===== src/design/cpw_pkg.sv =====
// constants for the configuration port and wake event block
package cpw_pkg;
    localparam int          CPW_AW           = 16;
    localparam int          CPW_DW           = 8;
    // configuration port base chosen by the strap
    localparam logic [7:0]  CPW_BASE_HI_DEF  = 8'h03;
    localparam logic [7:0]  CPW_BASE_LO_S0   = 8'hf0;
    localparam logic [7:0]  CPW_BASE_LO_S1   = 8'h70;
    localparam logic [15:0] CPW_DATA_OFS     = 16'h0001;
    // keys written to the configuration port
    localparam logic [7:0]  CPW_KEY_ENTER    = 8'h55;
    localparam logic [7:0]  CPW_KEY_EXIT     = 8'haa;
    // global register indices
    localparam logic [7:0]  CPW_IDX_CTRL     = 8'h02;
    localparam logic [7:0]  CPW_IDX_LDN      = 8'h07;
    localparam logic [7:0]  CPW_IDX_DEV_ID   = 8'h20;
    localparam logic [7:0]  CPW_IDX_BASE_LO  = 8'h26;
    localparam logic [7:0]  CPW_IDX_BASE_HI  = 8'h27;
    // per logical device indices
    localparam logic [7:0]  CPW_IDX_ACTIVATE = 8'h30;
    localparam logic [7:0]  CPW_IDX_WAKE_GEN = 8'hc5;
    localparam logic [7:0]  CPW_IDX_WAKE_FLG = 8'hc6;
    localparam logic [7:0]  CPW_IDX_WAKE_STS = 8'hc7;
    localparam logic [7:0]  CPW_IDX_WAKE_ENA = 8'hc8;
    localparam logic [7:0]  CPW_LDN_WAKE     = 8'h08;
    // field positions and reset values
    localparam int          CPW_CTRL_SOFT    = 0;
    localparam int          CPW_ACT_BIT      = 0;
    localparam int          CPW_GEN_BIT      = 0;
    localparam int          CPW_FLG_BIT      = 0;
    localparam int          CPW_NSRC         = 4;
    localparam logic [7:0]  CPW_LDN_RST      = 8'h00;
    localparam logic [7:0]  CPW_ZERO_BYTE    = 8'h00;

    typedef enum logic [1:0] {
        CPW_RUN = 2'b01,
        CPW_CFG = 2'b10
    } cpw_state_t;
endpackage


===== src/design/cpw_config_port.sv =====
// configuration port decoder, index/data registers and wake output
// What this block does
// - only ring or clock falling edges wake
// - wake output is active-low open-drain
// - global enable clear blocks wake output
// - enabled source can assert wake output
// - per-source wake status is recorded, readable
// - event flag sets regardless of global enable
// - power-on and hard resets leave run state, devices disabled
// - index/data ports ignored in run state, except the entry key at the index port
// - strap picks base 0x03f0 or 0x0370
// - base relocatable via two base registers
// - every decode qualified by inactive aen
// - key 0x55 enters configuration state
// - key 0xaa returns to run state
// - index at base, data at base+1
// - global registers ignore device selection
// - two states; run always accepts entry key
// - control bit 0 triggers soft reset
module cpw_config_port
    import cpw_pkg::*;
#(
    parameter int          NUM_LD = 9,
    parameter logic [7:0]  DEV_ID = 8'h5a // arbitrary value
) (
    input  wire logic              clock_i,
    input  wire logic              srst_i,
    input  wire logic              host_hard_reset_i,
    input  wire logic              base_select_strap_i,
    input  wire logic              aen_i,
    input  wire logic              iow_n_i,
    input  wire logic              ior_n_i,
    input  wire logic [CPW_AW-1:0] addr_i,
    input  wire logic [CPW_DW-1:0] data_i,
    input  wire logic              ring_indicate_a_n_i,
    input  wire logic              ring_indicate_b_n_i,
    input  wire logic              kbd_clk_i,
    input  wire logic              mouse_clk_i,
    output logic      [CPW_DW-1:0] data_o,
    output logic                   data_oe_o,
    output logic                   wake_event_out_n_o,
    output logic                   wake_event_out_oe_o,
    output logic      [NUM_LD-1:0] ld_active_o,
    output logic                   cfg_state_o,
    output logic      [CPW_AW-1:0] cfg_base_o
);
    // key state and registers
    cpw_state_t         state_reg;
    cpw_state_t         state_next;

    logic [7:0]         index_reg;
    logic [7:0]         ldn_reg;
    logic [7:0]         cfg_base_low_reg;
    logic [7:0]         cfg_base_high_reg;
    logic [NUM_LD-1:0]  activate_reg;
    logic               soft_rst_reg;

    // wake enables, read path
    logic               wake_global_enable_reg;
    logic [CPW_NSRC-1:0] wake_src_en_reg;
    logic [CPW_DW-1:0]  data_out_reg;
    logic               data_oe_reg;

    // synchronised pin events
    logic               hard_lvl;
    logic               hard_fall;

    logic               iow_fall;
    logic               ior_fall;
    logic               ior_rise;
    logic               any_rst;

    // wake sources and results
    logic [CPW_NSRC-1:0] src_lvl;
    logic [CPW_NSRC-1:0] src_fall;
    logic [CPW_NSRC-1:0] src_pins;
    logic [CPW_NSRC-1:0] wake_status;
    logic               wake_event_flag;
    logic               wake_pull;

    // decode terms
    logic [CPW_AW-1:0]  base_addr;
    logic               hit_index;
    logic               hit_data;
    logic               in_cfg;
    logic               wr_cfg_port;
    logic               wr_data;
    logic               rd_port;
    logic               wake_ld;
    logic               sts_clr;
    logic               flg_clr;

    // true when the bus address selects base plus offset
    // aen high marks a dma cycle
    function automatic logic port_hit(input logic [CPW_AW-1:0] a,
                                      input logic [CPW_AW-1:0] b,
                                      input logic [CPW_AW-1:0] ofs,
                                      input logic              en_n);
        port_hit = !en_n && (a == b + ofs);
    endfunction

    // hard reset pin is asynchronous, so it is synchronised like the strobes
    cpw_pin_sync #(.IDLE(1'b0)) u_sync_hard (
        .clock_i (clock_i),
        .srst_i  (srst_i),
        .pin_i   (host_hard_reset_i),
        .level_o (hard_lvl),
        .fall_o  (hard_fall),
        .rise_o  ()
    );

    // write strobe
    cpw_pin_sync #(.IDLE(1'b1)) u_sync_iow (
        .clock_i (clock_i),
        .srst_i  (srst_i),
        .pin_i   (iow_n_i),
        .level_o (),
        .fall_o  (iow_fall),
        .rise_o  ()
    );

    // read strobe; its rise frees the bus
    cpw_pin_sync #(.IDLE(1'b1)) u_sync_ior (
        .clock_i (clock_i),
        .srst_i  (srst_i),
        .pin_i   (ior_n_i),
        .level_o (),
        .fall_o  (ior_fall),
        .rise_o  (ior_rise)
    );

    // wake sources: ring indicators and the two serial clocks
    assign src_pins = {
        mouse_clk_i,         // status bit 3
        kbd_clk_i,           // status bit 2
        ring_indicate_b_n_i, // status bit 1
        ring_indicate_a_n_i  // status bit 0
    };

    // one synchroniser per source
    for (genvar g = 0; g < CPW_NSRC; g++) begin : g_src
        cpw_pin_sync #(.IDLE(1'b1)) u_sync_src (
            .clock_i (clock_i),
            .srst_i  (srst_i),
            .pin_i   (src_pins[g]),
            .level_o (src_lvl[g]),
            .fall_o  (src_fall[g]),
            .rise_o  ()
        );
    end

    // a hard reset holds the block like the power-on reset, but the base registers reload only as it ends
    // strobe syncs keep running through it
    assign any_rst   = srst_i | hard_lvl;

    // address decode, always gated by aen
    assign base_addr = {cfg_base_high_reg, cfg_base_low_reg};
    assign hit_index = port_hit(addr_i, base_addr, '0, aen_i);
    assign hit_data  = port_hit(addr_i, base_addr, CPW_DATA_OFS, aen_i);
    assign in_cfg    = (state_reg == CPW_CFG);

    // address and data are assumed stable for the whole strobe
    // a strobe under two clocks may be missed
    assign wr_cfg_port = iow_fall & hit_index;
    assign wr_data     = iow_fall & hit_data & in_cfg;
    assign rd_port     = ior_fall & (hit_index | hit_data) & in_cfg;

    // wake device write strobes
    assign wake_ld     = (ldn_reg == CPW_LDN_WAKE);
    assign sts_clr     = wr_data & wake_ld & (index_reg == CPW_IDX_WAKE_STS);
    assign flg_clr     = wr_data & wake_ld & (index_reg == CPW_IDX_WAKE_FLG);

    // two-state key machine
    // keys only count at the config port
    always_comb begin
        state_next = state_reg;
        unique case (state_reg)
            CPW_RUN: begin
                if (wr_cfg_port && data_i == CPW_KEY_ENTER) begin
                    state_next = CPW_CFG;
                end
                // any other value leaves the state alone
            end
            CPW_CFG: begin
                if (wr_cfg_port && data_i == CPW_KEY_EXIT) begin
                    state_next = CPW_RUN;
                end
            end
            default: begin
                state_next = CPW_RUN;
            end
        endcase
    end

    // state register; run after a power-on or hard reset
    always_ff @(posedge clock_i) begin
        if (any_rst) begin
            state_reg <= CPW_RUN;
        end else begin
            state_reg <= state_next;
        end
    end

    // index register; the exit key is not taken as an index
    always_ff @(posedge clock_i) begin
        if (any_rst) begin
            index_reg <= CPW_ZERO_BYTE;
        end else if (wr_cfg_port && in_cfg && data_i != CPW_KEY_EXIT) begin
            index_reg <= data_i;
        end
    end

    // logical device number, cleared by soft reset too
    always_ff @(posedge clock_i) begin
        if (any_rst || soft_rst_reg) begin
            ldn_reg <= CPW_LDN_RST;
        end else if (wr_data && index_reg == CPW_IDX_LDN) begin
            ldn_reg <= data_i;
        end
    end

    // soft reset is a one-cycle pulse from control bit 0
    always_ff @(posedge clock_i) begin
        if (any_rst) begin
            soft_rst_reg <= 1'b0;
        end else begin
            soft_rst_reg <= wr_data && index_reg == CPW_IDX_CTRL && data_i[CPW_CTRL_SOFT];
        end
    end

    // base registers: strap is read directly in reset cycles, where a
    // brief metastable sample is harmless as the pin is a static strap
    // a soft reset leaves the base alone
    always_ff @(posedge clock_i) begin
        if (srst_i) begin
            cfg_base_low_reg  <= base_select_strap_i ? CPW_BASE_LO_S1 : CPW_BASE_LO_S0;
            cfg_base_high_reg <= CPW_BASE_HI_DEF;
        end else if (hard_fall) begin
            cfg_base_low_reg  <= base_select_strap_i ? CPW_BASE_LO_S1 : CPW_BASE_LO_S0;
            cfg_base_high_reg <= CPW_BASE_HI_DEF;
        end else if (wr_data && index_reg == CPW_IDX_BASE_LO) begin
            cfg_base_low_reg  <= data_i;
        end else if (wr_data && index_reg == CPW_IDX_BASE_HI) begin
            cfg_base_high_reg <= data_i;
        end
    end

    // activate bits of each logical device; all off after any reset
    // numbers past the last device are ignored
    always_ff @(posedge clock_i) begin
        if (any_rst || soft_rst_reg) begin
            activate_reg <= '0;
        end else if (wr_data && index_reg == CPW_IDX_ACTIVATE && ldn_reg < 8'(NUM_LD)) begin
            activate_reg[ldn_reg[3:0]] <= data_i[CPW_ACT_BIT];
        end
    end

    // wake enables live in the wake logical device
    // writes to other devices leave them alone
    always_ff @(posedge clock_i) begin
        if (any_rst) begin
            wake_global_enable_reg <= 1'b0;
            wake_src_en_reg        <= '0;
        end else if (wr_data && wake_ld) begin
            if (index_reg == CPW_IDX_WAKE_GEN) begin
                wake_global_enable_reg <= data_i[CPW_GEN_BIT];
            end
            if (index_reg == CPW_IDX_WAKE_ENA) begin
                wake_src_en_reg <= data_i[CPW_NSRC-1:0];
            end
        end
    end

    // status, flag and pin pull request
    cpw_wake_events #(.NSRC(CPW_NSRC)) u_wake (
        .clock_i     (clock_i),
        .srst_i      (any_rst),
        .src_fall_i  (src_fall),
        .global_en_i (wake_global_enable_reg),
        .src_en_i    (wake_src_en_reg),
        .sts_clr_i   (sts_clr),
        .flg_clr_i   (flg_clr),
        .clr_mask_i  (data_i[CPW_NSRC-1:0]),
        .status_o    (wake_status),
        .flag_o      (wake_event_flag),
        .pull_o      (wake_pull)
    );

    // read mux of the data port
    // write-only and unknown indices read zero
    function automatic logic [7:0] cfg_read(input logic [7:0] idx,
                                            input logic       wld);
        cfg_read = CPW_ZERO_BYTE;
        unique case (idx)
            CPW_IDX_LDN:      cfg_read = ldn_reg;
            CPW_IDX_DEV_ID:   cfg_read = DEV_ID;
            CPW_IDX_BASE_LO:  cfg_read = cfg_base_low_reg;
            CPW_IDX_BASE_HI:  cfg_read = cfg_base_high_reg;
            CPW_IDX_ACTIVATE: cfg_read = (ldn_reg < 8'(NUM_LD)) ?
                                         {7'h00, activate_reg[ldn_reg[3:0]]} : CPW_ZERO_BYTE;
            CPW_IDX_WAKE_GEN: cfg_read = wld ? {7'h00, wake_global_enable_reg} : CPW_ZERO_BYTE;
            CPW_IDX_WAKE_FLG: cfg_read = wld ? {7'h00, wake_event_flag} : CPW_ZERO_BYTE;
            CPW_IDX_WAKE_STS: cfg_read = wld ? {4'h0, wake_status} : CPW_ZERO_BYTE;
            CPW_IDX_WAKE_ENA: cfg_read = wld ? {4'h0, wake_src_en_reg} : CPW_ZERO_BYTE;
            default:          cfg_read = CPW_ZERO_BYTE;
        endcase
    endfunction

    // read data is latched at strobe start and held until it ends
    // the index port reads back the index itself
    always_ff @(posedge clock_i) begin
        if (any_rst) begin
            data_out_reg <= CPW_ZERO_BYTE;
        end else if (rd_port) begin
            data_out_reg <= hit_index ? index_reg : cfg_read(index_reg, wake_ld);
        end
    end

    // bus driver enable; the host turns it off by ending the strobe
    always_ff @(posedge clock_i) begin
        if (any_rst) begin
            data_oe_reg <= 1'b0;
        end else if (rd_port) begin
            data_oe_reg <= 1'b1;
        end else if (ior_rise) begin
            data_oe_reg <= 1'b0;
        end
    end

    // bus outputs straight from registers
    assign data_o              = data_out_reg;
    assign data_oe_o           = data_oe_reg;

    // open drain: level fixed low, only the enable moves
    assign wake_event_out_n_o  = 1'b0;
    assign wake_event_out_oe_o = wake_pull;

    assign ld_active_o         = activate_reg;
    assign cfg_state_o         = state_reg[1];
    assign cfg_base_o          = base_addr;
endmodule


===== src/design/cpw_pin_sync.sv =====
// three-stage pin synchroniser with agreed level and edge pulses
module cpw_pin_sync #(
    parameter logic IDLE = 1'b1
) (
    input  wire logic clock_i,
    input  wire logic srst_i,
    input  wire logic pin_i,
    output logic      level_o,
    output logic      fall_o,
    output logic      rise_o
);
    logic s1_reg;
    logic s2_reg;
    logic s3_reg;
    logic level_reg;

    // first stage feeds only the second one
    always_ff @(posedge clock_i) begin
        if (srst_i) begin
            s1_reg    <= IDLE;
            s2_reg    <= IDLE;
            s3_reg    <= IDLE;
            level_reg <= IDLE;
        end else begin
            s1_reg <= pin_i;
            s2_reg <= s1_reg;
            s3_reg <= s2_reg;
            if (s2_reg == s3_reg) begin
                level_reg <= s3_reg;
            end
        end
    end

    // a change counts once stages two and three agree
    assign level_o = level_reg;
    assign fall_o  = level_reg & ~s2_reg & ~s3_reg;
    assign rise_o  = ~level_reg & s2_reg & s3_reg;
endmodule


===== src/design/cpw_wake_events.sv =====
// wake source status, event flag and open-drain pull request
module cpw_wake_events
    import cpw_pkg::*;
#(
    parameter int NSRC = CPW_NSRC
) (
    input  wire logic            clock_i,
    input  wire logic            srst_i,
    input  wire logic [NSRC-1:0] src_fall_i,
    input  wire logic            global_en_i,
    input  wire logic [NSRC-1:0] src_en_i,
    input  wire logic            sts_clr_i,
    input  wire logic            flg_clr_i,
    input  wire logic [NSRC-1:0] clr_mask_i,
    output logic      [NSRC-1:0] status_o,
    output logic                 flag_o,
    output logic                 pull_o
);
    logic [NSRC-1:0] status_reg;
    logic            flag_reg;
    logic            pull_reg;
    logic [NSRC-1:0] clr_bits;

    assign clr_bits = sts_clr_i ? clr_mask_i : '0;

    // write one clears a source bit; a new edge in that cycle wins
    always_ff @(posedge clock_i) begin
        if (srst_i) begin
            status_reg <= '0;
        end else begin
            status_reg <= (status_reg & ~clr_bits) | (src_fall_i & src_en_i);
        end
    end

    // event flag ignores the global enable; set beats clear
    always_ff @(posedge clock_i) begin
        if (srst_i) begin
            flag_reg <= 1'b0;
        end else if (|src_fall_i) begin
            flag_reg <= 1'b1;
        end else if (flg_clr_i && clr_mask_i[CPW_FLG_BIT]) begin
            flag_reg <= 1'b0;
        end
    end

    // only enabled sources pull, and only under the global enable
    always_ff @(posedge clock_i) begin
        if (srst_i) begin
            pull_reg <= 1'b0;
        end else begin
            pull_reg <= global_en_i & |(status_reg & src_en_i);
        end
    end

    assign status_o = status_reg;
    assign flag_o   = flag_reg;
    assign pull_o   = pull_reg;
endmodule


===== config.mk =====
export PLATFORM = sky130hd
export DESIGN_NAME = cpw_config_port
export DESIGN_NICKNAME = d
export VERILOG_FILES = /design/src/design/cpw_pkg.sv /design/src/design/cpw_config_port.sv /design/src/design/cpw_pin_sync.sv /design/src/design/cpw_wake_events.sv
export SDC_FILE = /design/constraint.sdc
export NUM_CORES = 1
export LEC_CHECK = 0
export BUFFER_PORTS_ARGS = -buffer_cell sky130_fd_sc_hd__buf_2
export CORE_AREA = 4 4 134 136
export CTS_CLUSTER_SIZE = 28
export DETAILED_ROUTE_END_ITERATION = 8
export DIE_AREA = 0 0 138 140
export PLACE_DENSITY = 0.57
export SLEW_MARGIN = 20
export SYNTH_ARGS = -nofsm -noshare
export SYNTH_HDL_FRONTEND = slang
export SYNTH_HIERARCHICAL = 1
export SYNTH_SLANG_ARGS = --single-unit

===== constraint.sdc =====
create_clock -name clock_i -period 3.5 [get_ports clock_i]
set_input_delay 0.35 -clock clock_i [delete_from_list [all_inputs] [get_ports clock_i]]
set_output_delay 0.35 -clock clock_i [all_outputs]
set_load 0.02 [all_outputs]

Word level (Yosys, flattened, before mapping)
Cells that the tools add are included.

Output and inout port bits: 37. Input port bits: 35. Logic and storage cells: 173. Register bits: 92.

Mux-type cells: 24. Reductions and logical operators: 28. Order comparisons: 3. Bitwise logic cells: 48. Add/subtract/negate cells: 1. Equal/unequal tests: 27.

Operator list (count): case mux 8 bit (9 select lines) (1); == test 8 bit, second input constant (5); 2-to-1 mux 8 bit (5); == test 16 bit (2); == test 8 x 6 -> 1 bit, second input constant (4); AND 1 bit (25); adder 16 x 1 -> 16 bit, second input constant (1); logical AND 1 bit (16); NOT 1 bit (16); AND 4 bit (3); 2-to-1 mux 4 bit (3); bitwise mux 9 bit (1); 2-to-1 mux 1 bit (9); == test 8 x 2 -> 1 bit, second input constant (1); == test 8 x 3 -> 1 bit, second input constant (1); == test 8 x 4 -> 1 bit, second input constant (1); == test 8 x 7 -> 1 bit, second input constant (1); less-than comparator 8 x 4 -> 1 bit, second input constant (1); inequality test 8 bit, second input constant (1); AND reduction 2 bit (4); OR reduction 4 bit (2); == test 1 bit (7); less-than comparator 4 x 5 -> 1 bit, second input constant (1); binary-select mux 1 bit (select 4 bit) (1); 16 further kinds (19).

Depth between registers and ports, before layout
Depth in word-level cells: 11. Gate-level depth with buffers: 10. Gate-level depth less buffers: 10.

Cells and area by module
Netlist, hierarchy kept.

Modules (own cells, without submodules): cpw_config_port (area an instance 3626.0 um^2, cells each 425, seq. area each 1241.2 um^2, times used 1); cpw_pin_sync at g_src[0].u_sync_src ... (area an instance 132.6 um^2, cells each 12, seq. area each 80.1 um^2, times used 6); cpw_wake_events (area an instance 242.7 um^2, cells each 25, seq. area each 120.1 um^2, times used 1); cpw_pin_sync at u_sync_hard (area an instance 130.1 um^2, cells each 12, seq. area each 80.1 um^2, times used 1).

Worst setup path before layout
Ideal clock, no wire load.

Kind: reg-to-reg. From: reg cfg_base_low_reg[1]. To: reg cfg_base_low_reg[0] (enable). Setup time: 0.329 ns. Setup slack: 0.623 ns. Stages on the path, launching flop included: 11. Path buffers: 2. Period minus slack after synthesis: 2.877 ns. Required time: 3.171 ns. Arrival time: 2.548 ns. Cells stage by stage: edfxtp_1 > ha_1 > nand2_1 > o31a_1 > or4_4 > nand3_4 > and4_1 > buf_4 > buf_4 > nand2_1 > nand2_1.

Cells in the longest elaborated chain, start to end: 7.

Ends and longest elaborated chain: from (decl) (RTL line cpw_config_port.sv:53) `logic [7:0] cfg_base_low_reg;`; from (signal assigned) (RTL line cpw_config_port.sv:236) `cfg_base_low_reg <= base_select_strap_i ? CPW_BASE_LO_S1 : CPW_BASE_LO_S0;`; from (signal assigned) (RTL line cpw_config_port.sv:239) `cfg_base_low_reg <= base_select_strap_i ? CPW_BASE_LO_S1 : CPW_BASE_LO_S0;`; from (signal assigned) (RTL line cpw_config_port.sv:242) `cfg_base_low_reg <= data_i;`; adder 16 x 1 -> 16 bit (RTL line cpw_config_port.sv:99) `port_hit = !en_n && (a == b + ofs);`; == test 16 bit (RTL line cpw_config_port.sv:99); logical AND 1 bit (RTL line cpw_config_port.sv:99); AND 1 bit (2 in a row) (RTL line cpw_config_port.sv:165) `assign wr_data = iow_fall & hit_data & in_cfg;`; logical AND 1 bit (RTL line cpw_config_port.sv:241) `end else if (wr_data && index_reg == CPW_IDX_BASE_LO) begin`; nonzero test 3 bit (no source line).

Every way passes these cells. A chain may end at the register's enable or synchronous reset.

Worst setup path in the final report
From: reg cfg_base_low_reg[3]. To: reg cfg_base_low_reg[1] (enable).

Same word-level chain as after synthesis.

==> results by group <==
Floorplanning
  – Top Ports: between 70 and 80
  – Initial Util: 0.280
  – CORE AREA: roughly 17,000 um^2
  – Row count: between 40 and 50
  – Die height: 140 um
  – DIE AREA: 19,300 um^2
  – Die Wd: about 140 um

Power and ir drop
  – Worst vdd ir: ~200 uV
  – PwrDens: approximately 400 nW/um^2
  – Leak pwr: 2.16 nW
  – Overall power: about 2.2 mW

GRT
  – Vias in the first global route: about 4.2k
  – Largest net degree at the start of global routing: 34
  – GRT Util Overall: 0.154
  – First-pass GRT wire length: around 24,000 um
  – Gr ovfl total: 0
  – Initial antenna violation count: 0

Drt
  – DR vias: roughly 4.4k
  – DRT antenna net count: 0
  – Remaining DRCs: 0
  – Vias per inst: 5.29
  – Final WL: between 10,000 and 15,000 um
  – Pre-antenna DRT Iters: 5
  – Drt wl/cell: 18.1 um
  – Number of DRC markers in iteration 0: approximately 340

Place
  – HPWL Detailed: 11,300 um
  – Cell Area, Placed: ~5300 um^2
  – Buffers on Ports: 70
  – Placed Instances: between 800 and 900
  – Post-Place Setup Slack: about 0.44 ns
  – GPL Wtd Cong: roughly 0.88

Final layout
  – Cell Count, Final, Fillers Out: just over 800
  – Most frequent cells in the layout: dfxtp_1, buf_2, nand2_1, nor2_1, a21oi_1
  – Most common cell after layout, fill and taps aside: dfxtp_1
  – Max reg flops: 9
  – Fin nets: 628
  – Diode count: 0
  – Layout area overhead: 18.8%
  – Layout cells sized above 1: 0.206
  – Final std cell area, no fill: roughly 5600 um^2

Clock network
  – Worst-path clk slew: 0.06 ns
  – Clk root buf: clkbuf_16
  – Clock tree from TritonCTS: built
  – # resized after CTS: 0
  – Htree depth: 3
  – Setup Buffers After CTS: 0
  – Clock sink total: between 90 and 100
  – Skew-Pair Late Insertion Delay: between 0.3 and 0.4 ns
  – Inserted Clock Buffers: 9
  – Hold Buf Count CTS: 0
  – Max clock buf depth: 2

STA
  – Final min period: 3.13 ns
  – Slew headroom: 0.444
  – Fin Setup TNS: 0 ns
  – Slew @ Worst Pin: approximately 0.83 ns
  – Final period util: 0.894
  – Final setup vio count: 0
  – Unrepaired setup endpoints after global routing: false
  – Final setup margin: around 0.37 ns
  – Max Slew Vio Count: 0
  – Clock Skew: just over 0.008 ns
  – Fin. Hold Viols: 0
  – Max Fclk: 320 MHz

Setup path
  – Crit Path Max Fanout: 11
  – Crit path launch type: register
  – Largest stage delay, worst path: between 0.5 and 0.6 ns
  – Classification of the worst setup path: register to register
  – Crit path DAT: approximately 3.1 ns
  – CP Cell Sequence: nand4_2 > nor4_1 > xor2_1 > a21oi_1 > and4_1 > nand2_1 > nand2_1
  – Crit path capture type: register
  – Critical Path RT: ~3.5 ns
  – Most numerous cell on the critical path: nand2_1
  – CP max-delay cell: and4_1

Logic synthesis
  – Syn_area_per_cell: 8.97 um^2
  – Mapped Cells: about 530
  – Mapped Nets: between 500 and 600
  – Yosys warns: 6
  – Synthesized area: 4730 um^2

Job
  – Max-cap violations: 0

Hold path
  – Hold Path Class: primary input to register

Run status
  – Status: finished, final reports clean
power by group:
group / switching [mW] / internal (mW)
registers: 0.0148 / 1.08
logic: 0.0943 / 0.0571
clock network: 0.390 / 0.612
through the flow:
| stage | hold slack (ns) | utilization |
|---|---|---|
| floorplan | 0.383 | - |
| global placement | 0.388 | 0.314 |
| detailed placement | 0.392 | 0.314 |
| CTS | 0.182 | 0.332 |
| global route | 0.181 | 0.332 |
| finish | 0.194 | 0.332 |
critical path, delay by kind of cell, from the launching register on:
| family | cells | cell delay, ns |
|---|---|---|
| xor gates and xnor gates | 1 | 0.11 |
| DFF | 1 | 0.54 |
| AOI/OAI and AO/OA | 1 | 0.44 |
| and+or+nand+nor | 5 | 1.71 |
layer usage:
metal  GRT usage  vias to the layer above  wire, um
met2       0.242                      164      6850
met4      0.0468                        0       287
met5           0                        -         0
met1       0.211                     2076      6730
met3      0.0348                       21       988
li1            -                     2090         -
worst paths after layout:
path	from	end	slack (ns)	depth (start not counted)
hold / removal	mouse_clk_i	g_src[3].u_sync_src/s1_reg	0.19	2
setup / recovery	cfg_base_low_reg[3]	cfg_base_low_reg[1]	0.37	7
hold reg to reg	g_src[3].u_sync_src/s1_reg	g_src[3].u_sync_src/s2_reg	0.40	1
setup reg to reg	cfg_base_low_reg[3]	cfg_base_low_reg[1]	0.37	7
area by class of cell:
type,count,area [um^2]
Sequential cell,92,1920
Clock inverter,3,43.8
Inverter,5,18.8
Multi-Input combinational cell,405,2670
Tap cell,225,282
Fill cell,1787,11300
Timing Repair Buffer,79,418
Clock buffer,13,270
(Power assumes the default switching activity.)
